$ cat config.mk
export PLATFORM = sky130hd
export DESIGN_NAME = host_direct_page_registers
export DESIGN_NICKNAME = d
export VERILOG_FILES = /design/src/hw/host_page_pkg.sv /design/src/hw/event_queue_if.sv /design/src/hw/event_queue.sv /design/src/hw/host_direct_page_registers.sv
export SDC_FILE = /design/constraint.sdc
export NUM_CORES = 1
export LEC_CHECK = 0
export ABC_CLOCK_PERIOD_IN_PS = 7200
export CORE_UTILIZATION = 35
export DETAILED_ROUTE_END_ITERATION = 10
export DONT_BUFFER_PORTS = 1
export PLACE_DENSITY = 0.5
export SETUP_SLACK_MARGIN = 0.15
export SYNTH_ARGS = -nofsm -noshare
export SYNTH_HDL_FRONTEND = slang
export SYNTH_SLANG_ARGS = --single-unit
$ cat constraint.sdc
create_clock -name core_clk -period 7.2 [get_ports core_clk]
set_clock_uncertainty 0.1 [all_clocks]
set_input_delay 0.72 -clock core_clk [delete_from_list [all_inputs] [get_ports core_clk]]
set_output_delay 0.72 -clock core_clk [all_outputs]
set_load 0.01 [all_outputs]
$ cat src/hw/host_page_pkg.sv
package host_page_pkg;
  localparam logic [7:0] ADDR_INT_INDICATION = 8'h00;
  localparam logic [7:0] ADDR_INT_PARAMETER = 8'h01;
  localparam logic [7:0] ADDR_ACCESS_POINTER = 8'h02;
  localparam logic [7:0] ADDR_MAILBOX_OWNER = 8'h03;
  localparam logic [7:0] ADDR_CHECKSUM_HIGH = 8'h04;
  localparam logic [7:0] ADDR_CHECKSUM_LOW = 8'h05;
  localparam logic [7:0] ADDR_BASE_HIGH = 8'h06;
  localparam logic [7:0] ADDR_BASE_LOW = 8'h07;
  localparam logic [7:0] ADDR_PAGE_SELECTION = 8'hFE;
  localparam logic [7:0] BOOT_PAGE = 8'hFF;
  localparam int SOURCE_BIT = 15;
  localparam int CMD_OWNER_BIT = 0;
  localparam int RSP_OWNER_BIT = 1;
  localparam int RESET_BUSY_BIT = 0;
  localparam int POINTER_WIDTH = 10;
  localparam int BASE_HIGH_WIDTH = 14;
  localparam logic [1:0] OWNER_RESET = 2'h3;
  localparam logic [7:0] BASE_LOW_RESET = 8'hFF;
  localparam logic [13:0] BASE_HIGH_RESET = 14'h0000;
  localparam int CLK_PERIOD_NS = 40;
  localparam int INTERNAL_RESET_TIME_NS = 2000;
  localparam int INTERNAL_RESET_CYCLES =
    (INTERNAL_RESET_TIME_NS + CLK_PERIOD_NS - 1) / CLK_PERIOD_NS;
endpackage : host_page_pkg

$ cat src/hw/event_queue_if.sv
`timescale 1ns/1ps
interface event_queue_if;
  logic pushValid;
  logic pushReady;
  logic [30:0] pushData;
  logic headValid;
  logic [30:0] headData;
  logic pop;
  modport queue(input pushValid, input pushData, input pop,
    output pushReady, output headValid, output headData);
  modport owner(output pushValid, output pushData, output pop,
    input pushReady, input headValid, input headData);
endinterface : event_queue_if

$ cat src/hw/event_queue.sv
`timescale 1ns/1ps
module event_queue
  import host_page_pkg::*;
#(
  parameter int DEPTH = 8
) (
  input wire logic clk,
  input wire logic rstSync_n,
  event_queue_if.queue q
);
  localparam int AW = (DEPTH > 1) ? $clog2(DEPTH) : 1;

  initial begin
    if (DEPTH < 2 || (DEPTH & (DEPTH - 1)) != 0) begin
      $error("event_queue DEPTH must be a power of two, at least 2");
    end
  end

  logic [30:0] store [DEPTH];
  logic [AW:0] wrPtr_reg;
  logic [AW:0] rdPtr_reg;
  logic doPush;
  logic doPop;

  assign q.headValid = (wrPtr_reg != rdPtr_reg);
  assign q.pushReady = (wrPtr_reg[AW-1:0] != rdPtr_reg[AW-1:0]) ||
    (wrPtr_reg[AW] == rdPtr_reg[AW]);
  assign q.headData = store[rdPtr_reg[AW-1:0]];
  assign doPush = q.pushValid && q.pushReady;
  assign doPop = q.pop && q.headValid;

  always_ff @(posedge clk) begin
    if (doPush) begin
      store[wrPtr_reg[AW-1:0]] <= q.pushData;
    end
  end

  always_ff @(posedge clk or negedge rstSync_n) begin
    if (!rstSync_n) begin
      wrPtr_reg <= '0;
      rdPtr_reg <= '0;
    end else begin
      if (doPush) begin
        wrPtr_reg <= wrPtr_reg + 1'b1;
      end
      // Pop removes only the head entry
      if (doPop) begin
        rdPtr_reg <= rdPtr_reg + 1'b1;
      end
    end
  end
endmodule : event_queue

$ cat src/hw/host_direct_page_registers.sv
`timescale 1ns/1ps
module host_direct_page_registers
  import host_page_pkg::*;
#(
  parameter int QUEUE_DEPTH = 8,
  parameter int RESET_CYCLES = INTERNAL_RESET_CYCLES
) (
  input wire logic core_clk,
  input wire logic rst_n,
  input wire logic hostSel,
  input wire logic hostWrite,
  input wire logic hostDirect,
  input wire logic [7:0] hostAddr,
  input wire logic [15:0] hostWdata,
  output logic [15:0] hostRdata,
  output logic hostAck,
  output logic memStrobe,
  output logic memWrite,
  output logic [7:0] memPage,
  output logic [POINTER_WIDTH-1:0] memOffset,
  output logic [15:0] memWdata,
  output logic [29:8] memBaseAddr,
  input wire logic [15:0] memRdata,
  input wire logic eventValid,
  input wire logic [14:0] eventIndication,
  input wire logic [15:0] eventParam,
  output logic eventReady,
  input wire logic [14:0] systemStatus,
  input wire logic [14:0] systemMask,
  input wire logic cmdRelease,
  input wire logic rspRelease,
  output logic [1:0] mailboxOwnership,
  output logic resetBusy
);
  initial begin
    if (RESET_CYCLES < 1 || RESET_CYCLES > 65535) begin
      $error("RESET_CYCLES out of range");
    end
  end

  // ****************************************************************
  // Reset release and internal reset
  // ****************************************************************
  logic [1:0] rstPipe_reg;
  logic rstSync_n;
  logic [15:0] resetCount_reg;
  logic resetBusy_reg;

  always_ff @(posedge core_clk or negedge rst_n) begin
    if (!rst_n) begin
      rstPipe_reg <= 2'h0;
    end else begin
      rstPipe_reg <= {rstPipe_reg[0], 1'b1};
    end
  end
  assign rstSync_n = rstPipe_reg[1];

  always_ff @(posedge core_clk or negedge rstSync_n) begin
    if (!rstSync_n) begin
      resetCount_reg <= 16'h0000;
      resetBusy_reg <= 1'b1;
    end else if (resetBusy_reg) begin
      resetCount_reg <= resetCount_reg + 16'h0001;
      if (resetCount_reg == 16'(RESET_CYCLES - 1)) begin
        resetBusy_reg <= 1'b0;
      end
    end
  end
  assign resetBusy = resetBusy_reg;

  // ****************************************************************
  // Access decode
  // ****************************************************************
  logic directRead;
  logic directWrite;
  logic pagedAccess;
  logic regAllowed;

  assign regAllowed = !resetBusy_reg || (hostAddr == ADDR_BASE_LOW);
  assign directRead = hostSel && hostDirect && !hostWrite && regAllowed;
  assign directWrite = hostSel && hostDirect && hostWrite && regAllowed;
  assign pagedAccess = hostSel && !hostDirect && !resetBusy_reg;

  // ****************************************************************
  // Page selection and access pointer
  // ****************************************************************
  logic [7:0] pageSel_reg;
  logic [POINTER_WIDTH-1:0] pointer_reg;

  always_ff @(posedge core_clk or negedge rstSync_n) begin
    if (!rstSync_n) begin
      pageSel_reg <= 8'h00;
    end else if (directWrite && hostAddr == ADDR_PAGE_SELECTION) begin
      pageSel_reg <= hostWdata[7:0];
    end
  end

  always_ff @(posedge core_clk or negedge rstSync_n) begin
    if (!rstSync_n) begin
      pointer_reg <= '0;
    end else if (directWrite && hostAddr == ADDR_ACCESS_POINTER) begin
      pointer_reg <= hostWdata[POINTER_WIDTH-1:0];
    end else if (directWrite && hostAddr == ADDR_PAGE_SELECTION) begin
      pointer_reg <= '0;
    end else if (pagedAccess) begin
      pointer_reg <= pointer_reg + 1'b1;
    end
  end

  // ****************************************************************
  // Mailbox ownership
  // ****************************************************************
  logic [1:0] owner_reg;
  logic [1:0] hostGive;
  logic [1:0] deviceGive;

  assign hostGive = (directWrite && hostAddr == ADDR_MAILBOX_OWNER) ?
    hostWdata[1:0] : 2'h0;
  assign deviceGive = {rspRelease, cmdRelease};

  always_ff @(posedge core_clk or negedge rstSync_n) begin
    if (!rstSync_n) begin
      owner_reg <= OWNER_RESET;
    end else begin
      owner_reg <= (owner_reg & ~deviceGive) | hostGive;
    end
  end
  assign mailboxOwnership = owner_reg;

  // ****************************************************************
  // Boot checksum and page 255 base
  // ****************************************************************
  logic [31:0] checksum_reg;
  logic [13:0] baseHigh_reg;
  logic [7:0] baseLow_reg;
  logic bootWrite;

  assign bootWrite = pagedAccess && hostWrite && pageSel_reg == BOOT_PAGE;

  always_ff @(posedge core_clk or negedge rstSync_n) begin
    if (!rstSync_n) begin
      checksum_reg <= 32'h00000000;
    end else if (directWrite && hostAddr == ADDR_CHECKSUM_HIGH) begin
      checksum_reg <= {hostWdata, checksum_reg[15:0]};
    end else if (directWrite && hostAddr == ADDR_CHECKSUM_LOW) begin
      checksum_reg <= {checksum_reg[31:16], hostWdata};
    end else if (bootWrite) begin
      checksum_reg <= checksum_reg + {16'h0000, hostWdata};
    end
  end

  always_ff @(posedge core_clk or negedge rstSync_n) begin
    if (!rstSync_n) begin
      baseHigh_reg <= BASE_HIGH_RESET;
      baseLow_reg <= BASE_LOW_RESET;
    end else begin
      if (directWrite && hostAddr == ADDR_BASE_HIGH) begin
        baseHigh_reg <= hostWdata[BASE_HIGH_WIDTH-1:0];
      end
      if (directWrite && hostAddr == ADDR_BASE_LOW && !resetBusy_reg) begin
        baseLow_reg <= hostWdata[15:8];
      end
    end
  end

  // ****************************************************************
  // Interrupt sources
  // ****************************************************************
  event_queue_if evq();
  logic [14:0] statusPrev_reg;
  logic [14:0] sysPending_reg;
  logic [14:0] sysReport;
  logic [15:0] param_reg;
  logic indRead;

  event_queue #(.DEPTH(QUEUE_DEPTH)) queueInst (
    .clk(core_clk),
    .rstSync_n(rstSync_n),
    .q(evq.queue)
  );

  assign evq.pushValid = eventValid;
  assign evq.pushData = {eventIndication, eventParam};
  assign eventReady = evq.pushReady;
  assign indRead = directRead && hostAddr == ADDR_INT_INDICATION;
  assign sysReport = (indRead && sysPending_reg != 15'h0000) ? sysPending_reg : 15'h0000;
  // Queue entry removed only when reported
  assign evq.pop = indRead && sysPending_reg == 15'h0000;

  // Unmasked transitions set pending, set wins
  always_ff @(posedge core_clk or negedge rstSync_n) begin
    if (!rstSync_n) begin
      statusPrev_reg <= 15'h0000;
      sysPending_reg <= 15'h0000;
    end else begin
      statusPrev_reg <= systemStatus;
      sysPending_reg <= (sysPending_reg & ~sysReport) |
        ((systemStatus ^ statusPrev_reg) & ~systemMask);
    end
  end

  always_ff @(posedge core_clk or negedge rstSync_n) begin
    if (!rstSync_n) begin
      param_reg <= 16'h0000;
    end else if (indRead) begin
      if (sysPending_reg != 15'h0000) begin
        param_reg <= {1'b0, systemStatus};
      end else if (evq.headValid) begin
        param_reg <= evq.headData[15:0];
      end else begin
        param_reg <= 16'h0000;
      end
    end
  end

  // ****************************************************************
  // Read data and paged memory port
  // ****************************************************************
  logic [15:0] readValue;

  always_comb begin
    readValue = 16'h0000;
    if (!hostDirect) begin
      readValue = memRdata;
    end else if (regAllowed) begin
      unique case (hostAddr)
        ADDR_INT_INDICATION: begin
          if (sysPending_reg != 15'h0000) begin
            readValue = {1'b1, sysPending_reg};
          end else if (evq.headValid) begin
            readValue = {1'b0, evq.headData[30:16]};
          end else begin
            readValue = 16'h0000;
          end
        end
        ADDR_INT_PARAMETER: readValue = param_reg;
        ADDR_ACCESS_POINTER: readValue = {6'h00, pointer_reg};
        ADDR_MAILBOX_OWNER: readValue = {14'h0000, owner_reg};
        ADDR_CHECKSUM_HIGH: readValue = checksum_reg[31:16];
        ADDR_CHECKSUM_LOW: readValue = checksum_reg[15:0];
        ADDR_BASE_HIGH: readValue = {2'h0, baseHigh_reg};
        ADDR_BASE_LOW: readValue = {baseLow_reg, 7'h00, resetBusy_reg};
        default: readValue = 16'h0000;
      endcase
    end
  end

  always_ff @(posedge core_clk or negedge rstSync_n) begin
    if (!rstSync_n) begin
      hostRdata <= 16'h0000;
      hostAck <= 1'b0;
    end else begin
      hostAck <= hostSel;
      if (hostSel && !hostWrite) begin
        hostRdata <= readValue;
      end
    end
  end

  assign memStrobe = pagedAccess;
  assign memWrite = pagedAccess && hostWrite;
  assign memPage = pageSel_reg;
  assign memOffset = pointer_reg;
  assign memWdata = hostWdata;
  assign memBaseAddr = {baseHigh_reg, baseLow_reg};
endmodule : host_direct_page_registers

==> impl_metrics.py, run 1 <==
metrics = {
    "run_status": {
        "outcome": "complete, no violations",
    },
    "power": {
        "ir_drop_uv": 195,
        "p_leak_uw": 0.00738,
        "power_density_mw_per_mm2": 279,
    },
    "cells_and_area": {
        "final-seq-area_mm2": 0.0116,
        "stdcell_count": 2016,
        "antennaDiodeCount": 0,
        "nNetsFinal": 1428,
        "largest_register_ffs": 248,
        "nFillCells": 4861,
        "fin_util_pct": 39.8,
        "fin_area_mm2": 0.0206,
        "layout-drive-gt1-share_pct": 18.6,
        "area_growth_pct": 11.6,
        "multi_input_area_mm2": 0.00642,
    },
    "sta": {
        "rsz0062_at_grt": "no",
        "max_freq_ghz": 0.282,
        "hold_viol": 0,
        "setup_violations": 0,
        "tightest_slew_ns": 1.10,
        "period_minus_slack_ns": 3.54,
        "maxSlewViolCount": 0,
        "period_share_pct": 49.2,
        "fin_setup_tns_ns": 0,
        "slew_headroom_pct": 26.1,
    },
    "routing": {
        "wl_per_cell_um": 25.8,
        "route.detailed.drc": 0,
        "first_iter_violations": 800,
        "wirelength_mm": 52.1,
        "vias_per_cell": 5.46,
        "drtPass1Iterations": 5,
        "num_vias": 11000,
        "antenna_left": 0,
    },
    "worst_setup_path": {
        "cp.arrival_ns": 3.70,
        "ff2ff_path_depth": 7,
        "endpoint_kind": "flop",
        "path_class": "flop to flop",
        "start_kind": "flop",
        "cp_max_fo": 25,
        "cp.required_ns": 7.36,
    },
    "placement": {
        "dpl-instance-area_mm2": 0.0190,
        "place_congestion": 0.887,
        "dp.cells": 1927,
        "dpl.hpwl_mm": 35.8,
        "portBuffers": 0,
    },
    "synthesis": {
        "synthFlopType": "edfxtp_1",
        "ys_seq_area_share_pct": 62.7,
        "synth_cell_types": 77,
        "synth_nets": 1444,
        "synth_cells": 1313,
        "synth.avg_cell_area_um2": 14.0,
        "async_reset_ff_share_pct": 39.8,
        "ys_ff_latch": 412,
        "ys_warn_count": 0,
        "synth.area.top_cells": "edfxtp_1, dfrtp_1, mux4_2",
        "yosys.area.top_type": "edfxtp_1",
        "synth_top_area_share_pct": 40.4,
        "synth_edf_count": 248,
        "synth.cell_area_mm2": 0.0184,
    },
    "clock_network": {
        "cts-buffers-inserted": 47,
        "cts.reportedPaths.clkPinSlew_ns": 0.06,
        "clockRootBuffer": "clkbuf_16",
        "cts_num_sinks": 412,
        "insertion_delay_ns": 0.59,
        "ctsLongestPathBuffers": 3,
        "post_cts.repair.setup_buffers": 0,
        "tritoncts": "built",
        "cts_resized": 0,
        "cts_max_level": 2,
    },
    "worst_hold_path": {
        "hold_class": "primary input to flop",
        "min_path_cells": 0,
    },
    "floorplan": {
        "initial_core_util_pct": 35.7,
        "num_io_pins": 188,
        "core_mm2": 0.0517,
        "die_h_um": 232,
        "die_area_mm2": 0.0536,
        "die_x_um": 232,
        "rows": 83,
    },
    "flow_run": {
        "cap_violations": 0,
    },
    "grt": {
        "grt_pass1_wl_mm": 76.3,
        "track_usage_pct": 19.6,
        "antenna_found_initial": 5,
        "grt_pass1_vias": 11100,
        "grt-ovfl-total": 0,
        "grt_max_degree": 66,
    },
}
==> worst max-delay path, cell delays in order, from the launching register on <==
cell and delay, ns:
dfrtp_4 0.76, xor2_1 0.19, nor3_1 0.09, nand2b_1 0.21, and2_1 0.26, nand2_1 0.20
nor2_2 0.87, buf_4 0.47
==> through the flow <==
step                      hold WS, ns  worst slack [ns]  total power, µW
final                          0.0497              3.66             5740
after global routing           0.0192              3.37             5960
after CTS                      0.0152              3.52             5820
after detailed placement        0.247              3.17             3440
after global placement          0.238              3.26             3430
after floorplan                 0.231              2.21             3250
==> kinds of logic after synthesis <==
family | synth area share [%]
flip-flops | 62.7
AND/OR/NAND/NOR | 7.99
AO/OA/AOI/OAI | 8.86
multiplexers | 13.1
buffers and inverters | 2.61
XOR/XNOR | 3.18
adder cells (fa/ha/maj) | 1.53
other | 0.0203
==> per-layer routing <==
metal,up-vias,part of all wire (%),GRT usage [%]
li1,4963,-,-
met1,5664,43,25.8
met2,299,48,31.4
met3,78,6.8,5.40
met4,10,2.4,6.00
met5,-,0.14,0
==> layout by cell type (no fill, tap or decap), types with 8 or more instances in the layout <==
master and n:
a21o_1 9, a21oi_1 56, a221oi_1 18, a22o_1 13
a22oi_1 15, and3_1 9, buf_4 15, clkbuf_1 12
clkbuf_16 48, clkinv_2 11, dfrtp_1 149, dfstp_2 11
edfxtp_1 248, ha_1 21, inv_1 17, mux2_2 52
mux2i_1 34, mux4_2 66, nand2_1 110, nand2b_1 8
nand3_1 21, nand4_1 14, nor2_1 81, nor3_1 17
nor4_1 10, o21ai_0 75, o22ai_1 14, xnor2_1 49
xor2_1 18
==> cell usage after synthesis (19+ instances only) <==
cell      instances
a21oi_1          56
buf_2            21
buf_4            19
clkbuf_1         30
dfrtp_1         153
edfxtp_1        248
ha_1             21
mux2_2           52
mux2i_1          34
mux4_2           66
nand2_1         110
nand3_1          21
nor2_1           87
nor3_1           19
o21ai_0          75
xnor2_1          49
==> power by group <==
| part | switching, µW | internal (µW) | total [µW] |
|---|---|---|---|
| clock network | 996 | 1370 | 2370 |
| registers | 129 | 2780 | 2910 |
| logic | 298 | 167 | 464 |
==> final timing paths <==
check                                         end              startpoint  slack [ns]
min reg2reg                        rstPipe_reg[1]          rstPipe_reg[0]        0.25
max reg2reg                 queueInst.store[6][5]  queueInst.rdPtr_reg[0]        3.66
max in group asynchronous  queueInst.rdPtr_reg[0]          rstPipe_reg[1]        5.46
min in group asynchronous          rstPipe_reg[0]                   rst_n        0.27
min                             statusPrev_reg[1]         systemStatus[1]        0.05
max                         queueInst.store[6][5]  queueInst.rdPtr_reg[0]        3.66
==> cell type report <==
class                      instances  share of cell area [%]
clock inverter                    22                    1.00
timing repair buffer              16                   0.596
multi-input combinational        802                    31.2
tap                              680                    4.14
clock buffer                      66                    6.46
inverter                          18                   0.328
sequential                       412                    56.3
==> what timing repair did <==
item | 4_1_cts | 5_1_grt
hold buffers | 1 | 0
endpoints found under the setup margin | 0 | 0
hold endpoints to repair | 2 | 0
Power figures use the tool's default switching activity.
==> run 2: changes to the inputs <==
Settings changed: ABC_CLOCK_PERIOD_IN_PS 7200 to 3700.
Clock period 7.2 ns to 3.7 ns, I/O delays scaled along.
==> run 2 against run 1 <==
  * Cell area grew 6.7%
  * Die area is the same
  * Core utilization grew 2.7 points
  * Count of clock-buffer cells in the layout shrank 2
  * Non-clock buffer count grew 115
  * Global-route usage grew 0.74 points
  * Hold slack gained 0.0094 ns
  * Combinational power grew 130%
  * Power grew 110%
  * Cell count grew 5.8%
==> impl_metrics.py, run 2 (synthesized netlist as in run 1, its figures left out) <==
metrics = {
    "power": {
        "p_leak_uw": 0.00798,
        "power_density_mw_per_mm2": 537,
        "p_total_uw": 11800,
        "ir_drop_uv": 402,
    },
    "routing": {
        "wirelength_mm": 53.9,
        "wl_per_cell_um": 25.3,
        "first_iter_violations": 856,
        "num_vias": 11600,
        "drtPass1Iterations": 5,
        "vias_per_cell": 5.45,
        "antenna_left": 0,
        "route.detailed.drc": 0,
    },
    "worst_hold_path": {
        "hold_class": "primary input to flop",
        "min_path_cells": 3,
        "worstHoldStart": "hostAddr[1]",
        "hold_end": "checksum_reg[20]",
    },
    "worst_setup_path": {
        "path_class": "primary input to flop",
        "slowest_delay_ns": 0.67,
        "cpMostUsedCell": "o21ai_0",
        "start_kind": "primary input",
        "cp.required_ns": 4.07,
        "path_buf_inv": 1,
        "critPathTopFamily": "compound AO/OA/AOI/OAI gates",
        "r2r-start": "resetBusy",
        "critPathLaunch": "hostWdata[0]",
        "endpoint_kind": "flop",
        "cp_max_fo": 7,
        "crit_chain": "dlygate4sd3_1 > ha_1 > fa_1 > a21o_1 > a21oi_1 > o21bai_1 > o21ai_0 > a211oi_2 > o2111ai_2 > xor2_1 > o21ai_0",
        "ff2ff_path_depth": 7,
        "cp.arrival_ns": 3.52,
        "cp_slowest_cell": "dlygate4sd3_1",
        "rr_endpoint": "checksum_reg[5]",
        "ff2ff_setup_slack_ns": 0.67,
    },
    "sta": {
        "period_share_pct": 85.1,
        "maxSlewViolCount": 0,
        "fin_setup_tns_ns": 0,
        "rsz0062_at_grt": "no",
        "max_freq_ghz": 0.318,
        "hold_viol": 0,
        "tightest_slew_ns": 1.11,
        "period_minus_slack_ns": 3.15,
        "setup_violations": 0,
        "slew_headroom_pct": 25.9,
    },
    "cells_and_area": {
        "mostFrequentLayoutCells": "edfxtp_1, dfrtp_1, nand2_1, dlygate4sd3_1, nor2_1",
        "largest_register_ffs": 248,
        "layout-drive-gt1-share_pct": 18.5,
        "layout.cells.most_common": "edfxtp_1",
        "stdcell_count": 2133,
        "nNetsFinal": 1543,
        "area_growth_pct": 19.0,
        "nFillCells": 4745,
    },
    "grt": {
        "grt-ovfl-total": 0,
        "track_usage_pct": 20.3,
        "grt_pass1_vias": 11800,
        "antenna_found_initial": 5,
        "grt_pass1_wl_mm": 79.6,
        "grt_max_degree": 59,
    },
    "floorplan": {
        "die_area_mm2": 0.0536,
        "die_x_um": 232,
        "rows": 83,
        "num_io_pins": 188,
        "die_h_um": 232,
        "initial_core_util_pct": 35.7,
        "core_mm2": 0.0517,
    },
    "clock_network": {
        "cts_max_level": 2,
        "holdBufCountCts": 101,
        "post_cts.repair.setup_buffers": 0,
        "cts_resized": 0,
        "tritoncts": "built",
        "ctsLongestPathBuffers": 3,
        "clockRootBuffer": "clkbuf_16",
        "cts-buffers-inserted": 47,
        "insertion_delay_ns": 0.60,
        "cts.reportedPaths.clkPinSlew_ns": 0.07,
        "cts_num_sinks": 412,
    },
    "flow_run": {
        "cap_violations": 0,
    },
    "run_status": {
        "outcome": "complete, no violations",
    },
    "placement": {
        "dpl.hpwl_mm": 35.9,
        "place_congestion": 0.858,
        "dp.cells": 1942,
        "portBuffers": 0,
    },
}
==> run 2: changes by cell type in the layout (fill, tap and decap cells not counted), sizes merged <==
cell,before,now
inv,19,21
clkinvlp,4,3
clkinv,15,12
clkbuf,66,64
bufinv,2,6
dlygate4sd3,1,101
diode,0,2
buf,15,30
==> run 2: cell type report <==
cell class / count / area (µm²) / share of cell area, %
Sequential cell: 412 / 11600 / 52.7
Multi-Input combinational cell: 802 / 6430 / 29.3
Clock buffer: 64 / 1360 / 6.21
Timing Repair Buffer: 131 / 1320 / 6.03
Tap cell: 680 / 851 / 3.88
Clock inverter: 24 / 328 / 1.49
Inverter: 18 / 67.6 / 0.308
Antenna cell: 2 / 5.00 / 0.0228
==> run 2: worst max path at each step <==
stage / end / slack (ns) / depth (start not counted)
floorplan: queueInst.store[7][0] / 0.37 / 8
global placement: checksum_reg[5] / 0.74 / 7
detailed placement: checksum_reg[5] / 0.70 / 7
CTS: checksum_reg[24] / 0.62 / 11
global route: checksum_reg[28] / 0.40 / 11
finish: checksum_reg[24] / 0.55 / 11
==> run 2: worst min-delay path: cells and delay by family <==
kind / cells / cell delay, ns
AO/OA/AOI/OAI: 1 / 0.20
AND/OR/NAND/NOR: 2 / 0.13
==> run 2: metal layers <==
metal	part of all wire (%)	track usage [%]	up-vias	routed length, µm
met5	0.067	0	-	36
met4	2.5	6.15	6	1360
met3	5.0	3.33	86	2690
met2	50	34.5	343	26800
met1	43	26.6	5980	23000
li1	-	-	5207	-
==> run 2: power breakdown <==
group	internal, µW	leakage, µW	switching [µW]
Clock	3030	0.000823	2000
Combinational	421	0.00282	654
Sequential	5420	0.00434	261
==> run 2: per-stage QoR <==
stage	cell area [µm²]	hold WS (ns)	setup WS (ns)	util, %
2_1_floorplan	18400	-0.0256	0.367	-
6_report	21900	0.0591	0.551	42.4
3_5_place_dp	19200	-0.0255	0.701	37.2
5_1_grt	21900	0.0791	0.400	42.4
4_1_cts	21900	0.0229	0.618	42.4
3_3_place_gp	19200	-0.0255	0.740	37.2
==> run 3: changes to the inputs <==
Settings changed: ABC_CLOCK_PERIOD_IN_PS 3700 to 3550, PLACE_DENSITY 0.5 to 0.51.
Clock period 3.7 ns to 3.55 ns, I/O delays scaled along.
==> run 3 against run 2 <==
  * Largest cell class unchanged
  * Die area unchanged
  * Global-route usage increased by 0.30 points
  * Power increased by 0.15%
  * Clock power decreased by 6.0%
  * Largest power group unchanged
  * Worst setup slack got worse by 0.078 ns
  * Critical path type unchanged
==> impl_metrics.py, run 3 (synthesized netlist as in run 1, its figures left out) <==
metrics = {
    "cells_and_area": {
        "fin_util_pct": 42.2,
        "layout-drive-gt1-share_pct": 17.9,
        "area_growth_pct": 18.3,
        "mostFrequentLayoutCells": "edfxtp_1, dfrtp_1, nand2_1, dlygate4sd3_1, nor2_1",
        "nNetsFinal": 1549,
        "layout.cells.most_common": "edfxtp_1",
        "largest_register_ffs": 248,
    },
    "sta": {
        "period_share_pct": 86.7,
        "rsz0062_at_grt": "no",
        "setup_ws_ns": 0.472,
        "hold_viol": 0,
        "tightest_slew_ns": 1.14,
        "max_freq_ghz": 0.325,
        "slew_headroom_pct": 23.8,
        "fin_setup_tns_ns": 0,
        "holdWs_ns": 0.0455,
        "maxSlewViolCount": 0,
        "setup_violations": 0,
        "period_minus_slack_ns": 3.08,
    },
    "floorplan": {
        "rows": 83,
        "die_h_um": 232,
        "die_x_um": 232,
        "num_io_pins": 188,
        "initial_core_util_pct": 35.7,
        "core_mm2": 0.0517,
        "die_area_mm2": 0.0536,
    },
    "clock_network": {
        "cts-buffers-inserted": 47,
        "clockRootBuffer": "clkbuf_16",
        "cts_max_level": 2,
        "cts.reportedPaths.clkPinSlew_ns": 0.06,
        "insertion_delay_ns": 0.60,
        "cts_num_sinks": 412,
        "cts_resized": 0,
        "post_cts.repair.setup_buffers": 0,
        "tritoncts": "built",
        "ctsLongestPathBuffers": 3,
    },
    "power": {
        "p_leak_uw": 0.00792,
        "power_density_mw_per_mm2": 541,
        "p_total_uw": 11800,
        "ir_drop_uv": 304,
    },
    "placement": {
        "dpl.hpwl_mm": 36.4,
        "place_congestion": 0.844,
        "portBuffers": 0,
        "dpl_worst_slack_ns": 0.568,
    },
    "worst_hold_path": {
        "hold_class": "primary input to flop",
        "worstHoldStart": "hostAddr[1]",
        "hold_end": "checksum_reg[20]",
        "min_path_cells": 3,
    },
    "run_status": {
        "outcome": "complete, no violations",
    },
    "worst_setup_path": {
        "path_class": "primary input to flop",
        "ff2ff_setup_slack_ns": 0.56,
        "start_kind": "primary input",
        "ff2ff_path_depth": 10,
        "cp.required_ns": 3.92,
        "r2r-start": "checksum_reg[0]",
        "cp_max_fo": 7,
        "cp.arrival_ns": 3.45,
        "slowest_delay_ns": 0.65,
        "crit_chain": "dlygate4sd3_1 > ha_1 > fa_1 > a21o_1 > a21oi_1 > o21bai_1 > o21ai_0 > a211oi_2 > o2111ai_2 > o211ai_1 > o311ai_0",
        "cp_slowest_cell": "dlygate4sd3_1",
        "endpoint_kind": "flop",
        "rr_endpoint": "checksum_reg[30]",
    },
    "routing": {
        "num_vias": 11700,
        "first_iter_violations": 929,
        "wirelength_mm": 54.8,
        "route.detailed.drc": 0,
        "wl_per_cell_um": 25.6,
        "vias_per_cell": 5.46,
        "antenna_left": 0,
        "drtPass1Iterations": 5,
    },
    "grt": {
        "grt-ovfl-total": 0,
        "grt_max_degree": 66,
        "grt_pass1_wl_mm": 80.8,
        "grt_pass1_vias": 11800,
        "antenna_found_initial": 9,
        "track_usage_pct": 20.6,
    },
    "flow_run": {
        "cap_violations": 0,
    },
}
run 3: changes by cell type in the layout (fill, tap and decap cells not counted), moves of 3 or more:
cell and change:
buf_4 +3, clkbuf_8 -6, clkinv_2 +4, bufinv_16 -4, clkbuf_1 +10, dlygate4sd3_1 +4
run 3: worst max path at each step:
| stage | startpoint | endpoint | slack, ns | depth (start not counted) |
|---|---|---|---|---|
| after floorplan | queueInst.wrPtr_reg[0] | queueInst.store[7][0] | 0.22 | 8 |
| after global placement | queueInst.rdPtr_reg[0] | param_reg[0] | 0.62 | 6 |
| after detailed placement | queueInst.rdPtr_reg[0] | param_reg[0] | 0.57 | 6 |
| after CTS | hostWdata[0] | checksum_reg[24] | 0.53 | 11 |
| after global routing | hostWdata[0] | checksum_reg[24] | 0.27 | 11 |
| final | hostWdata[0] | checksum_reg[30] | 0.47 | 11 |
run 3: critical path, delay by kind of cell:
family	cells	cell delay, ns
AOI/OAI and AO/OA	8	1.73
adders and majority gates	2	0.71
buffers and inverters	1	0.65
run 3: layout make-up:
type | count | area (µm²)
fill | 4758 | 29900
sequential | 412 | 11600
multi-input combinational | 802 | 6440
timing repair buffer | 137 | 1370
clock buffer | 67 | 1290
tap | 680 | 851
clock inverter | 21 | 201
inverter | 18 | 67.6
antenna | 3 | 7.51
run 3: per-stage QoR:
step | cell area, µm² | std cells
floorplan | 18400 | 1313
global placement | 19300 | 1944
detailed placement | 19300 | 1944
CTS | 21800 | 2137
global route | 21800 | 2138
finish | 21800 | 2140
run 3: power breakdown:
part,switching (µW),total (µW),leakage (µW),internal [µW]
registers,267,5910,0.00434,5640
clock network,2020,4730,0.000732,2710
logic,703,1160,0.00285,454
total,2990,11800,0.00792,8810
run 3: what timing repair did:
item                                   in CTS  in global routing
setup endpoints to repair                   0                  0
endpoints found under the hold margin     387                  0
hold buffers                              105                  0
run 3: metal layers:
layer	up-vias	track usage [%]	wire (µm)
li1	5204	-	-
met1	6042	27.1	23200
met2	341	34.0	26600
met3	95	4.95	3590
met4	12	5.61	1380
met5	-	0	68
